`src/verilog/cod_pkg.sv`:
```
// Constants, opcode patterns and types shared by the 14-bit opcode decoder.
package cod_pkg;

  // Register byte offsets on the bus.
  localparam logic [7:0] OFS_INSTR  = 8'h00;
  localparam logic [7:0] OFS_ACC    = 8'h04;
  localparam logic [7:0] OFS_OPND   = 8'h08;
  localparam logic [7:0] OFS_RESULT = 8'h0C;
  localparam logic [7:0] OFS_STATUS = 8'h10;
  localparam logic [7:0] OFS_PTR0   = 8'h14;
  localparam logic [7:0] OFS_PTR1   = 8'h18;
  localparam logic [7:0] OFS_PCUP   = 8'h1C;
  localparam logic [7:0] OFS_OPTION = 8'h20;
  localparam logic [7:0] OFS_PC     = 8'h24;
  localparam logic [7:0] OFS_ADDR   = 8'h28;

  // Status register bit positions, and the busy bit of the instruction register.
  localparam int ST_C      = 0;
  localparam int ST_DC     = 1;
  localparam int ST_Z      = 2;
  localparam int ST_SLEPT  = 3;
  localparam int ST_WDTEXP = 4;
  localparam int ST_IRQEN  = 5;
  localparam int ST_ASLEEP = 6;
  localparam int INSTR_BUSY_BIT = 15;

  // Reset values.
  localparam logic [7:0]  STATUS_RST = 8'h18;
  localparam logic [7:0]  OPTION_RST = 8'hFF;
  localparam logic [7:0]  BYTE_RST   = 8'h00;
  localparam logic [15:0] PTR_RST    = 16'h0000;

  // Clock periods per instruction cycle and the divider's last count.
  localparam int         OSC_PER_CYC = 4;
  localparam logic [1:0] DIV_LAST    = 2'(OSC_PER_CYC - 1);

  // Opcode patterns for casez decode.
  localparam logic [13:0] PAT_SUBB    = 14'h3B??;
  localparam logic [13:0] PAT_XOR     = 14'h06??;
  localparam logic [13:0] PAT_DECSZ   = 14'h0B??;
  localparam logic [13:0] PAT_INCSZ   = 14'h0F??;
  localparam logic [13:0] PAT_BTCLR   = 14'b01_10??_????_????;
  localparam logic [13:0] PAT_BTSET   = 14'b01_11??_????_????;
  localparam logic [13:0] PAT_ORLIT   = 14'h38??;
  localparam logic [13:0] PAT_SUBLIT  = 14'h3C??;
  localparam logic [13:0] PAT_PAGE    = 14'b11_0001_1???_????;
  localparam logic [13:0] PAT_BRACC   = 14'h000B;
  localparam logic [13:0] PAT_CALLACC = 14'h000A;
  localparam logic [13:0] PAT_RETLIT  = 14'h34??;
  localparam logic [13:0] PAT_RET     = 14'h0008;
  localparam logic [13:0] PAT_RETIRQ  = 14'h0009;
  localparam logic [13:0] PAT_OPTLD   = 14'h0062;
  localparam logic [13:0] PAT_SLEEP   = 14'h0063;
  localparam logic [13:0] PAT_PTRADD  = 14'b11_0001_0???_????;
  localparam logic [13:0] PAT_LDM     = 14'b00_0000_0001_0???;
  localparam logic [13:0] PAT_STM     = 14'b00_0000_0001_1???;
  localparam logic [13:0] PAT_LDK     = 14'b11_1111_0???_????;
  localparam logic [13:0] PAT_STK     = 14'b11_1111_1???_????;

  // Decoded operation classes.
  typedef enum logic [4:0] {
    OP_IDLE    = 5'b00000, OP_SUBB   = 5'b00001, OP_XOR    = 5'b00010,
    OP_DECSZ   = 5'b00011, OP_INCSZ  = 5'b00100, OP_BTCLR  = 5'b00101,
    OP_BTSET   = 5'b00110, OP_ORLIT  = 5'b00111, OP_SUBLIT = 5'b01000,
    OP_PAGE    = 5'b01001, OP_BRACC  = 5'b01010, OP_CALLACC = 5'b01011,
    OP_RETLIT  = 5'b01100, OP_RET    = 5'b01101, OP_RETIRQ = 5'b01110,
    OP_OPTLD   = 5'b01111, OP_SLEEP  = 5'b10000, OP_PTRADD = 5'b10001,
    OP_LDM     = 5'b10010, OP_STM    = 5'b10011, OP_LDK    = 5'b10100,
    OP_STK     = 5'b10101
  } cod_op_t;

endpackage : cod_pkg

```
`src/verilog/cod_decoder.sv`:
```
// Opcode decoder and executor for the 14-bit instruction words, with AHB-Lite registers.
//
// Our own choices: the address map and register access over AHB-Lite.
module cod_decoder #(
  parameter int STACK_DEPTH = 16
) (
  input  wire logic        hclk,
  input  wire logic        hresetn,
  input  wire logic        hsel,
  input  wire logic [31:0] haddr,
  input  wire logic [1:0]  htrans,
  input  wire logic        hwrite,
  input  wire logic [2:0]  hsize,
  input  wire logic [31:0] hwdata,
  input  wire logic        hready,
  output logic             hreadyout,
  output logic             hresp,
  output logic      [31:0] hrdata,
  output logic             busy
);

  typedef struct packed {
    logic [1:0]       div;
    logic [13:0]      instr;
    logic             pend;
    logic [1:0]       left;
    logic [7:0]       acc, opnd, res;
    logic             dest_reg, mem_wr, skip;
    logic [1:0]       cycles;
    logic [7:0]       status;
    logic [1:0][15:0] ptr;
    logic [15:0]      addr;
    logic [6:0]       pc_upper;
    logic [7:0]       option;
    logic [14:0]      pc;
    logic             dph_act, dph_wr;
    logic [7:0]       dph_addr;
    logic [31:0]      rdata;
  } cod_state_t;

  cod_state_t      s_q, s_d;
  cod_pkg::cod_op_t op;

  logic        tick, exec, take, pn_k, pn_m, f_ind, is_ind, ind_extra;
  logic        bitv, skip_now, pc_mod, stk_push, stk_pop;
  logic [1:0]  cyc_total;
  logic [7:0]  k8, dec_r, inc_r;
  logic [9:0]  sub_f, sub_k;
  logic [14:0] stk_top;
  logic [15:0] k6sx, ind_addr, m_new, m_addr, ptr_sum;

  // Subtract b and a borrow from a; returns {carry, digit carry, result}.
  function automatic logic [9:0] cod_sub(input logic [7:0] a, input logic [7:0] b,
                                         input logic bin);
    logic [8:0] full;
    logic [4:0] low;
    full = {1'b0, a} - {1'b0, b} - {8'h00, bin};
    low  = {1'b0, a[3:0]} - {1'b0, b[3:0]} - {4'h0, bin};
    return {~full[8], ~low[4], full[7:0]};
  endfunction : cod_sub

  // Register read mux; unmapped offsets read as zero.
  function automatic logic [31:0] cod_rmux(input cod_state_t s, input logic [7:0] a);
    logic b;
    b = s.pend | (s.left != 2'h0);
    case (a)
      cod_pkg::OFS_INSTR:  cod_rmux = 32'({b, 1'b0, s.instr});
      cod_pkg::OFS_ACC:    cod_rmux = 32'(s.acc);
      cod_pkg::OFS_OPND:   cod_rmux = 32'(s.opnd);
      cod_pkg::OFS_RESULT: cod_rmux = 32'({s.cycles, s.skip, s.mem_wr, s.dest_reg, s.res});
      cod_pkg::OFS_STATUS: cod_rmux = 32'(s.status);
      cod_pkg::OFS_PTR0:   cod_rmux = 32'(s.ptr[0]);
      cod_pkg::OFS_PTR1:   cod_rmux = 32'(s.ptr[1]);
      cod_pkg::OFS_PCUP:   cod_rmux = 32'(s.pc_upper);
      cod_pkg::OFS_OPTION: cod_rmux = 32'(s.option);
      cod_pkg::OFS_PC:     cod_rmux = 32'(s.pc);
      cod_pkg::OFS_ADDR:   cod_rmux = 32'(s.addr);
      default:             cod_rmux = 32'h0000_0000;
    endcase
  endfunction : cod_rmux

  // Opcode classification; anything unmatched decodes as idle.
  always_comb begin
    casez (s_q.instr)
      cod_pkg::PAT_SUBB:    op = cod_pkg::OP_SUBB;
      cod_pkg::PAT_XOR:     op = cod_pkg::OP_XOR;
      cod_pkg::PAT_DECSZ:   op = cod_pkg::OP_DECSZ;
      cod_pkg::PAT_INCSZ:   op = cod_pkg::OP_INCSZ;
      cod_pkg::PAT_BTCLR:   op = cod_pkg::OP_BTCLR;
      cod_pkg::PAT_BTSET:   op = cod_pkg::OP_BTSET;
      cod_pkg::PAT_ORLIT:   op = cod_pkg::OP_ORLIT;
      cod_pkg::PAT_SUBLIT:  op = cod_pkg::OP_SUBLIT;
      cod_pkg::PAT_PAGE:    op = cod_pkg::OP_PAGE;
      cod_pkg::PAT_BRACC:   op = cod_pkg::OP_BRACC;
      cod_pkg::PAT_CALLACC: op = cod_pkg::OP_CALLACC;
      cod_pkg::PAT_RETLIT:  op = cod_pkg::OP_RETLIT;
      cod_pkg::PAT_RET:     op = cod_pkg::OP_RET;
      cod_pkg::PAT_RETIRQ:  op = cod_pkg::OP_RETIRQ;
      cod_pkg::PAT_OPTLD:   op = cod_pkg::OP_OPTLD;
      cod_pkg::PAT_SLEEP:   op = cod_pkg::OP_SLEEP;
      cod_pkg::PAT_PTRADD:  op = cod_pkg::OP_PTRADD;
      cod_pkg::PAT_LDM:     op = cod_pkg::OP_LDM;
      cod_pkg::PAT_STM:     op = cod_pkg::OP_STM;
      cod_pkg::PAT_LDK:     op = cod_pkg::OP_LDK;
      cod_pkg::PAT_STK:     op = cod_pkg::OP_STK;
      default:              op = cod_pkg::OP_IDLE;
    endcase
  end

  // Instruction fields and the cycle enable.
  assign tick = (s_q.div == cod_pkg::DIV_LAST);
  assign exec = tick & s_q.pend & (s_q.left == 2'h0);
  assign take = hsel & htrans[1] & hready;
  assign k8   = s_q.instr[7:0];
  assign k6sx = {{10{s_q.instr[5]}}, s_q.instr[5:0]};
  assign pn_k = s_q.instr[6];
  assign pn_m = s_q.instr[2];
  assign dec_r = s_q.opnd - 8'h01;
  assign inc_r = s_q.opnd + 8'h01;
  assign bitv  = s_q.opnd[s_q.instr[9:7]];
  assign sub_f = cod_sub(s_q.opnd, s_q.acc, ~s_q.status[cod_pkg::ST_C]);
  assign sub_k = cod_sub(k8, s_q.acc, 1'b0);
  assign ptr_sum = s_q.ptr[pn_k] + k6sx;

  // Update mode: bit 0 picks decrement, bit 1 picks post-modify.
  assign m_new  = s_q.ptr[pn_m] + (s_q.instr[0] ? 16'hFFFF : 16'h0001);
  assign m_addr = s_q.instr[1] ? s_q.ptr[pn_m] : m_new;

  // Register-field ops aimed at file addresses 0 and 1 go through a pointer.
  assign f_ind = (s_q.instr[6:1] == 6'h00) &&
                 (op inside {cod_pkg::OP_SUBB, cod_pkg::OP_XOR, cod_pkg::OP_DECSZ,
                             cod_pkg::OP_INCSZ, cod_pkg::OP_BTCLR, cod_pkg::OP_BTSET});

  // Effective indirect address and the extra cycle for a high pointer.
  always_comb begin
    is_ind   = 1'b1;
    ind_addr = 16'h0000;
    case (op)
      cod_pkg::OP_LDM, cod_pkg::OP_STM: ind_addr = m_addr;
      cod_pkg::OP_LDK, cod_pkg::OP_STK: ind_addr = ptr_sum;
      default: begin
        is_ind   = f_ind;
        ind_addr = f_ind ? s_q.ptr[s_q.instr[0]] : 16'h0000;
      end
    endcase
  end
  assign ind_extra = is_ind & ind_addr[15];

  // Skip conditions, PC-changing ops and the cycle count.
  always_comb begin
    case (op)
      cod_pkg::OP_DECSZ: skip_now = (dec_r == 8'h00);
      cod_pkg::OP_INCSZ: skip_now = (inc_r == 8'h00);
      cod_pkg::OP_BTCLR: skip_now = ~bitv;
      cod_pkg::OP_BTSET: skip_now = bitv;
      default:           skip_now = 1'b0;
    endcase
  end
  assign pc_mod = op inside {cod_pkg::OP_BRACC, cod_pkg::OP_CALLACC, cod_pkg::OP_RETLIT,
                             cod_pkg::OP_RET, cod_pkg::OP_RETIRQ};
  assign cyc_total = 2'h1 + {1'b0, pc_mod | skip_now} + {1'b0, ind_extra};

  assign stk_push = exec & (op == cod_pkg::OP_CALLACC);
  assign stk_pop  = exec & (op inside {cod_pkg::OP_RETLIT, cod_pkg::OP_RET,
                                       cod_pkg::OP_RETIRQ});

  cod_stack #(.DEPTH (STACK_DEPTH), .WIDTH (15)) u_stack (
    .clk       (hclk),
    .rst_n     (hresetn),
    .push      (stk_push),
    .pop       (stk_pop),
    .push_data (s_q.pc + 15'h0001),
    .top       (stk_top)
  );

  // Next state: bus writes first, then execution, so hardware updates win.
  always_comb begin
    cod_state_t n;
    n = s_q;
    n.div = s_q.div + 2'h1;
    n.dph_act  = take;
    n.dph_wr   = hwrite;
    n.dph_addr = {haddr[7:2], 2'b00};
    if (s_q.dph_act && s_q.dph_wr) begin
      case (s_q.dph_addr)
        cod_pkg::OFS_INSTR: begin
          if (!busy) begin
            n.instr = hwdata[13:0];
            n.pend  = 1'b1;
          end
        end
        cod_pkg::OFS_ACC:    n.acc      = hwdata[7:0];
        cod_pkg::OFS_OPND:   n.opnd     = hwdata[7:0];
        cod_pkg::OFS_STATUS: n.status   = hwdata[7:0];
        cod_pkg::OFS_PTR0:   n.ptr[0]   = hwdata[15:0];
        cod_pkg::OFS_PTR1:   n.ptr[1]   = hwdata[15:0];
        cod_pkg::OFS_PCUP:   n.pc_upper = hwdata[6:0];
        cod_pkg::OFS_OPTION: n.option   = hwdata[7:0];
        cod_pkg::OFS_PC:     n.pc       = hwdata[14:0];
        default:             n.pend     = n.pend;
      endcase
    end
    // Trailing cycles of a multi-cycle instruction run as idle.
    if (tick && !exec && s_q.left != 2'h0) begin
      n.left = s_q.left - 2'h1;
    end
    if (exec) begin
      n.pend     = 1'b0;
      n.cycles   = cyc_total;
      n.left     = cyc_total - 2'h1;
      n.skip     = skip_now;
      n.dest_reg = 1'b0;
      n.mem_wr   = 1'b0;
      n.addr     = is_ind ? ind_addr : s_q.addr;
      n.pc       = s_q.pc + (skip_now ? 15'h0002 : 15'h0001);
      case (op)
        cod_pkg::OP_SUBB, cod_pkg::OP_XOR, cod_pkg::OP_DECSZ, cod_pkg::OP_INCSZ: begin
          case (op)
            cod_pkg::OP_SUBB: begin
              n.res = sub_f[7:0];
              n.status[cod_pkg::ST_C]  = sub_f[9];
              n.status[cod_pkg::ST_DC] = sub_f[8];
              n.status[cod_pkg::ST_Z]  = (sub_f[7:0] == 8'h00);
            end
            cod_pkg::OP_XOR: begin
              n.res = s_q.acc ^ s_q.opnd;
              n.status[cod_pkg::ST_Z] = (n.res == 8'h00);
            end
            cod_pkg::OP_DECSZ: n.res = dec_r;
            default:           n.res = inc_r;
          endcase
          // Destination bit chooses accumulator or the register itself.
          n.dest_reg = s_q.instr[7];
          if (!s_q.instr[7]) begin
            n.acc = n.res;
          end
        end
        cod_pkg::OP_BTCLR, cod_pkg::OP_BTSET: n.res = s_q.opnd;
        cod_pkg::OP_ORLIT: begin
          n.acc = s_q.acc | k8;
          n.status[cod_pkg::ST_Z] = (n.acc == 8'h00);
        end
        cod_pkg::OP_SUBLIT: begin
          n.acc = sub_k[7:0];
          n.status[cod_pkg::ST_C]  = sub_k[9];
          n.status[cod_pkg::ST_DC] = sub_k[8];
          n.status[cod_pkg::ST_Z]  = (sub_k[7:0] == 8'h00);
        end
        cod_pkg::OP_PAGE:    n.pc_upper = s_q.instr[6:0];
        cod_pkg::OP_BRACC:   n.pc = s_q.pc + 15'h0001 + {7'h00, s_q.acc};
        cod_pkg::OP_CALLACC: n.pc = {s_q.pc_upper, s_q.acc};
        cod_pkg::OP_RETLIT: begin
          n.acc = k8;
          n.pc  = stk_top;
        end
        cod_pkg::OP_RET:     n.pc = stk_top;
        cod_pkg::OP_RETIRQ: begin
          n.pc = stk_top;
          n.status[cod_pkg::ST_IRQEN] = 1'b1;
        end
        cod_pkg::OP_OPTLD:   n.option = s_q.acc;
        cod_pkg::OP_SLEEP: begin
          n.status[cod_pkg::ST_WDTEXP] = 1'b1;
          n.status[cod_pkg::ST_SLEPT]  = 1'b0;
          n.status[cod_pkg::ST_ASLEEP] = 1'b1;
        end
        cod_pkg::OP_PTRADD:  n.ptr[pn_k] = ptr_sum;
        cod_pkg::OP_LDM, cod_pkg::OP_STM: begin
          n.ptr[pn_m] = m_new;
          if (op == cod_pkg::OP_LDM) begin
            n.acc = s_q.opnd;
            n.status[cod_pkg::ST_Z] = (s_q.opnd == 8'h00);
          end else begin
            n.res    = s_q.acc;
            n.mem_wr = 1'b1;
          end
        end
        cod_pkg::OP_LDK: begin
          n.acc = s_q.opnd;
          n.status[cod_pkg::ST_Z] = (s_q.opnd == 8'h00);
        end
        cod_pkg::OP_STK: begin
          n.res    = s_q.acc;
          n.mem_wr = 1'b1;
        end
        default: n.res = s_q.res;
      endcase
    end
    // Read data is taken from the next state so a just-written value reads back.
    n.rdata = (take && !hwrite) ? cod_rmux(n, {haddr[7:2], 2'b00}) : 32'h0000_0000;
    s_d = n;
  end

  // Whole state registered at once.
  always_ff @(posedge hclk or negedge hresetn) begin
    if (!hresetn) begin
      s_q          <= '0;
      s_q.status   <= cod_pkg::STATUS_RST;
      s_q.option   <= cod_pkg::OPTION_RST;
      s_q.acc      <= cod_pkg::BYTE_RST;
      s_q.ptr[0]   <= cod_pkg::PTR_RST;
      s_q.ptr[1]   <= cod_pkg::PTR_RST;
    end else begin
      s_q <= s_d;
    end
  end

  // Zero-wait-state slave: always ready, always OKAY.
  assign hreadyout = 1'b1;
  assign hresp     = 1'b0;
  assign hrdata    = s_q.rdata;
  assign busy      = s_q.pend | (s_q.left != 2'h0);
endmodule : cod_decoder

```
`src/verilog/cod_stack.sv`:
```
// Return-address stack with registered top-of-stack output.
module cod_stack #(
  parameter int DEPTH = 16,
  parameter int WIDTH = 15
) (
  input  wire logic             clk,
  input  wire logic             rst_n,
  input  wire logic             push,
  input  wire logic             pop,
  input  wire logic [WIDTH-1:0] push_data,
  output logic      [WIDTH-1:0] top
);
  localparam int SPW = $clog2(DEPTH);

  typedef struct packed {
    logic [DEPTH-1:0][WIDTH-1:0] mem;
    logic [SPW-1:0]              sp;
    logic [WIDTH-1:0]            top;
  } cod_stack_st_t;

  cod_stack_st_t s_q;
  cod_stack_st_t s_d;

  // The pointer wraps silently; overflow and underflow are not trapped.
  always_comb begin
    s_d = s_q;
    if (push) begin
      s_d.mem[s_q.sp] = push_data;
      s_d.sp          = s_q.sp + SPW'(1);
    end else if (pop) begin
      s_d.sp = s_q.sp - SPW'(1);
    end
    s_d.top = s_d.mem[s_d.sp - SPW'(1)];
  end

  // Whole state registered at once.
  always_ff @(posedge clk or negedge rst_n) begin
    if (!rst_n) begin
      s_q <= '0;
    end else begin
      s_q <= s_d;
    end
  end

  assign top = s_q.top;
endmodule : cod_stack

```
`config.mk`:
```
export PLATFORM = sky130hd
export DESIGN_NAME = cod_decoder
export DESIGN_NICKNAME = d
export VERILOG_FILES = /design/src/verilog/cod_pkg.sv /design/src/verilog/cod_decoder.sv /design/src/verilog/cod_stack.sv
export SDC_FILE = /design/constraint.sdc
export NUM_CORES = 1
export LEC_CHECK = 0
export BUFFER_PORTS_ARGS = -buffer_cell sky130_fd_sc_hd__buf_2
export CAP_MARGIN = 20
export CORE_MARGIN = 1
export CORE_UTILIZATION = 35
export CTS_CLUSTER_DIAMETER = 50
export DETAILED_ROUTE_END_ITERATION = 7
export SLEW_MARGIN = 15
export SYNTH_ARGS = -nofsm -noshare
export SYNTH_HDL_FRONTEND = slang
export SYNTH_SLANG_ARGS = --single-unit
```
`constraint.sdc`:
```
create_clock -name hclk -period 6.6 [get_ports hclk]
set_clock_uncertainty 0.1 [all_clocks]
set_input_delay 0.99 -clock hclk [delete_from_list [all_inputs] [get_ports hclk]]
set_output_delay 0.99 -clock hclk [all_outputs]
set_load 0.05 [all_outputs]
```
======== Word-level counts from Yosys, hierarchy flattened ========
Index checks and enable logic that the tools add are counted.
word-level totals
  input bits .............................. 74
  logic and storage cells ................. 254
  bits in registers ....................... 433
cells by class
  multiplexer cells ....................... 73
  add/sub/neg operators ................... 21
  bitwise logic cells ..................... 18
  reductions and logical operators ........ 32
  order comparisons ....................... 9
  eq/ne operators ......................... 61
operators with widths
  operator                                              number
  bitwise mux 240 bit                                   1
  two-way mux 16 bit                                    15
  two-way mux 240 bit                                   1
  one-hot mux 16 bit (11 select lines)                  1
  one-hot mux 5 bit (21 select lines)                   1
  two-way mux 85 bit                                    1
  two-way mux 15 bit                                    5
  bitwise mux 32 bit                                    2
  logical NOT 8 bit                                     8
  two-way mux 8 bit                                     8
  one-hot mux 32 bit (2 select lines)                   1
  binary-select mux 15 bit (select 4 bit)               1
  demux 15 bit (select 4 bit)                           1
  equality test 14 x 4 -> 1 bit, second input constant  4
  equality test 6 x 3 -> 1 bit, second input constant   9
  one-hot mux 8 bit (6 select lines)                    1
  one-hot mux 15 bit (3 select lines)                   1
  equality test 6 x 4 -> 1 bit, second input constant   7
  equality test 5 x 4 -> 1 bit, second input constant   8
  two-way mux 40 bit                                    1
  adder 16 bit                                          2
  demux 16 bit (select 1 bit)                           2
  two-way mux 32 bit                                    1
  one-hot mux 16 bit (2 select lines)                   1
  other kinds (63)                                      131

======== Logic depth before layout (Yosys ltp) ========
  depth in word-level cells ............... 15
  gate-level depth with buffers ........... 24
  gate-level depth less buffers ........... 20

======== Hierarchy ========
From an unflattened synthesis, not the netlist that was laid out.
unflattened totals
  cells, all modules ...................... 3360
  area, all modules ....................... 29166.7 um^2
modules (own cells, without submodules)
  module       seq. area each (um^2)  cells an instance  area each (um^2)  instances
  cod_decoder  3966.3                 1894               15613.7           1
  cod_stack    6481.2                 1466               13553.0           1

======== Worst setup path before layout ========
No wires, ideal clock.
  kind .................................... register to register
  start ................................... reg s_q (netlist bit k8[6])
  end ..................................... reg s_q (netlist bit hrdata[15])
  period minus slack after synthesis ...... 5.179 ns
  path buffers ............................ 5
  setup time .............................. 0.134 ns
  cell stages (with the launch flop) ...... 25
  setup slack ............................. 1.421 ns
  arrival ................................. 4.945 ns
  path through ............................ dfrtp_1 buf_1 clkbuf_1 clkbuf_1 buf_1 mux2_2 ha_1 clkbuf_1 a21oi_1 o21ai_0 a22oi_1 a31oi_1 mux2i_1 nand2_1 o32a_1 o21ai_0 inv_1 ha_1 nand3_1 o21ai_0 a22o_1 nor3_1 o22ai_1 a21oi_1 a31oi_1
RTL lines
  element      RTL line           text
  from (decl)  cod_decoder.sv:41  cod_state_t s_q, s_d;

==> results.toml <==
[sta]
hold_viol_final = 0
slew_headroom = 0.241
worst_pin_slew_ns = 1.13
rsz0062_at_grt = "no"
fin_crit_sh = 0.895
tns_ns = 0
post-route-min-period_ns = 5.91
max_freq_mhz = 169
setup_violations = 0
drv_slew = 0

[grt]
antenna_found_initial = 3
grt_max_degree = 160
grt_pass1_vias = 23390
overflow = 0
track_usage = 0.244
grt_first_pass_wirelength_um = 148000

[clocking]
root_buffer = "clkbuf_16"
cts_tree = "yes"
cts.clk_slew.worst_paths_ns = 0.06
postCtsSetupBuffers = 0
numCtsBuffers = 59
clk_latency_ns = 0.65
htreeDepth = 2
cts_resized = 0
clock-sinks = 417
cts_max_path_buffers = 3
hold_buffers = 0

[final_layout]
finalInstanceArea_um2 = 30800
final_common_cell = "dfrtp_1"
fin_cells = 4116
layout-drive-gt1-share = 0.148
most-common-layout-cells = "dfrtp_1 (404), nand2_1 (323), o21ai_0 (267), nor2_1 (237), a21oi_1 (226)"
nets = 3190
areaGrowthSynthToFinish_pct = 12.7

[die]
coreArea_um2 = 77300
rows = 102
die_area_um2 = 79200
die_h_um = 281
ioPinCount = 109
start_util = 0.354
die_w_um = 281

[synth]
synth_top_family_by_area = "compound AO/OA/AOI/OAI gates"
syn_avg_cell_area_um2 = 8.88
synth_area_um2 = 27300
yosysSeqAreaShare = 0.382
ys_seq_elements = 417
synth_edf_count = 0
synth_compound_area_frac = 0.234
yosys-mux-area-fraction = 0.0980
yosys_warnings = 0
synthXorXnorAreaFrac = 0.0319
postSynthCellCount = 3080
synthAdderAreaFrac = 0.0436
synth-simple-area-share = 0.151
synth-main-ff-cell = "dfrtp_1"
synth-async-reset-ratio = 1.00
ys_types = 101

[routing]
via_count = 24262
wl_per_cell_um = 23.6
drtIter0Drc = 2896
drt-vias-per-instance = 5.89
routed_wl_um = 97100
ant_nets = 0
drc = 0
drtPass1Iterations = 6

[placed_design]
placed_area_um2 = 28700
dp_hpwl_um = 67700
numPortBuffers = 44
numPlacedInstances = 4004
gp_congestion = 0.968

[pwr]
p_leak_nw = 13.4
vdd_drop_max_uv = 208
p_per_area_nw_per_um2 = 234
total_power_mw = 7.23

[run]
timing.max_cap.violations = 0

[status]
status = "finished clean"

[critical_path]
cp_data_arrival_time_ns = 6.24
critPathLaunchType = "register"
end_kind = "register"
worstPathMaxFanout = 26
worstPathRequired_ns = 6.93
crit_type = "register to register"

[worst_hold_path]
holdCritPathClass = "primary input to async pin"
## cell families after synthesis
kind of cell	after synthesis
other cells	2
xor+xnor	97
fa+ha+maj	91
compound gates	988
simple gates	885
buf+inv	370
flops	417
mux	230
## flip-flops by register name, summed over array words and instances (netlist names)
name and flops:
k6sx 6, hrdata 16, k8 2, s_q 134, u_stack.s_q 244, u_stack.top 15
## routing by layer
| layer | GRT usage | vias up | share of wire |
|---|---|---|---|
| li1 | - | 11123 | - |
| met1 | 0.331 | 11778 | 0.43 |
| met2 | 0.378 | 1119 | 0.45 |
| met3 | 0.0399 | 240 | 0.079 |
| met4 | 0.113 | 2 | 0.047 |
| met5 | 0 | - | 0.00013 |
## metrics by stage
stage          hold slack, ns  utilization  setup WS [ns]
2_1_floorplan           0.301            -           1.42
3_3_place_gp            0.312        0.371          0.841
3_5_place_dp            0.321        0.371          0.800
4_1_cts                 0.246        0.398          0.784
5_1_grt                 0.279        0.398          0.467
6_report                0.234        0.398          0.695
## synth_stat cells, types with 23 or more instances
cell	number	share of area
dfrtp_1	407	0.37
nand2_1	323	0.044
o21ai_0	267	0.049
nor2_1	238	0.033
a21oi_1	227	0.042
clkbuf_1	189	0.026
mux2i_1	124	0.045
inv_1	91	0.012
ha_1	84	0.038
mux2_2	80	0.033
a211oi_1	70	0.019
o22ai_1	68	0.016
xnor2_1	66	0.021
nor3_1	51	0.0093
nand3_1	50	0.0092
buf_4	36	0.0099
nand4_1	35	0.0080
a22oi_1	32	0.0088
a221oi_1	30	0.0096
buf_2	30	0.0055
or2_2	30	0.0069
xor2_1	29	0.0093
a21o_1	27	0.0074
o221ai_1	24	0.0077
a31oi_1	23	0.0053
or3_1	23	0.0053
## worst max-delay path: stages, from the launching register on
cell and delay, ns:
dfrtp_2 0.79, mux2_2 0.44, ha_1 0.36, a21o_1 0.14
nand2_1 0.09, and3_1 0.22, nor3_1 0.47, nor3_1 0.14
nor4_1 0.48, xor2_1 0.16, o21ai_0 0.38, inv_1 0.11
ha_1 0.39, nand3_1 0.11, o21ai_0 0.08, a22o_1 0.21
nor3_1 0.53, o22ai_1 0.17, a21oi_1 0.17, a31oi_1 0.16
## power breakdown
part           internal [mW]  switching (mW)  leakage (nW)
logic                  0.377           0.818          6.90
clock network           2.01            1.35          1.02
registers               2.60          0.0739          5.47
total                   4.98            2.24          13.4
## final cells by class
type | count | area (um^2)
well taps | 1040 | 1300
diodes | 1 | 2.50
inverters | 93 | 352
flip-flops and latches | 417 | 10500
repair buffers | 145 | 1030
clock inverters | 45 | 547
clock buffers | 66 | 1550
multi-input cells | 2309 | 15600
fillers | 7826 | 46500
## worst paths after layout
| check | start | endpoint | slack [ns] | depth (start not counted) |
|---|---|---|---|---|
| setup / recovery | k6sx[2] | hrdata[15] | 0.69 | 19 |
| hold / removal | hresetn | u_stack.s_q[72] | 0.23 | 1 |
| setup reg to reg | k6sx[2] | hrdata[15] | 0.69 | 19 |
| hold reg to reg | s_q[174] | s_q[174] | 0.33 | 1 |
| max in group asynchronous | hresetn | s_q[105] | 4.73 | 2 |
| min in group hclk | s_q[174] | s_q[174] | 0.33 | 1 |
No activity file was read; power rests on OpenSTA's default activity.
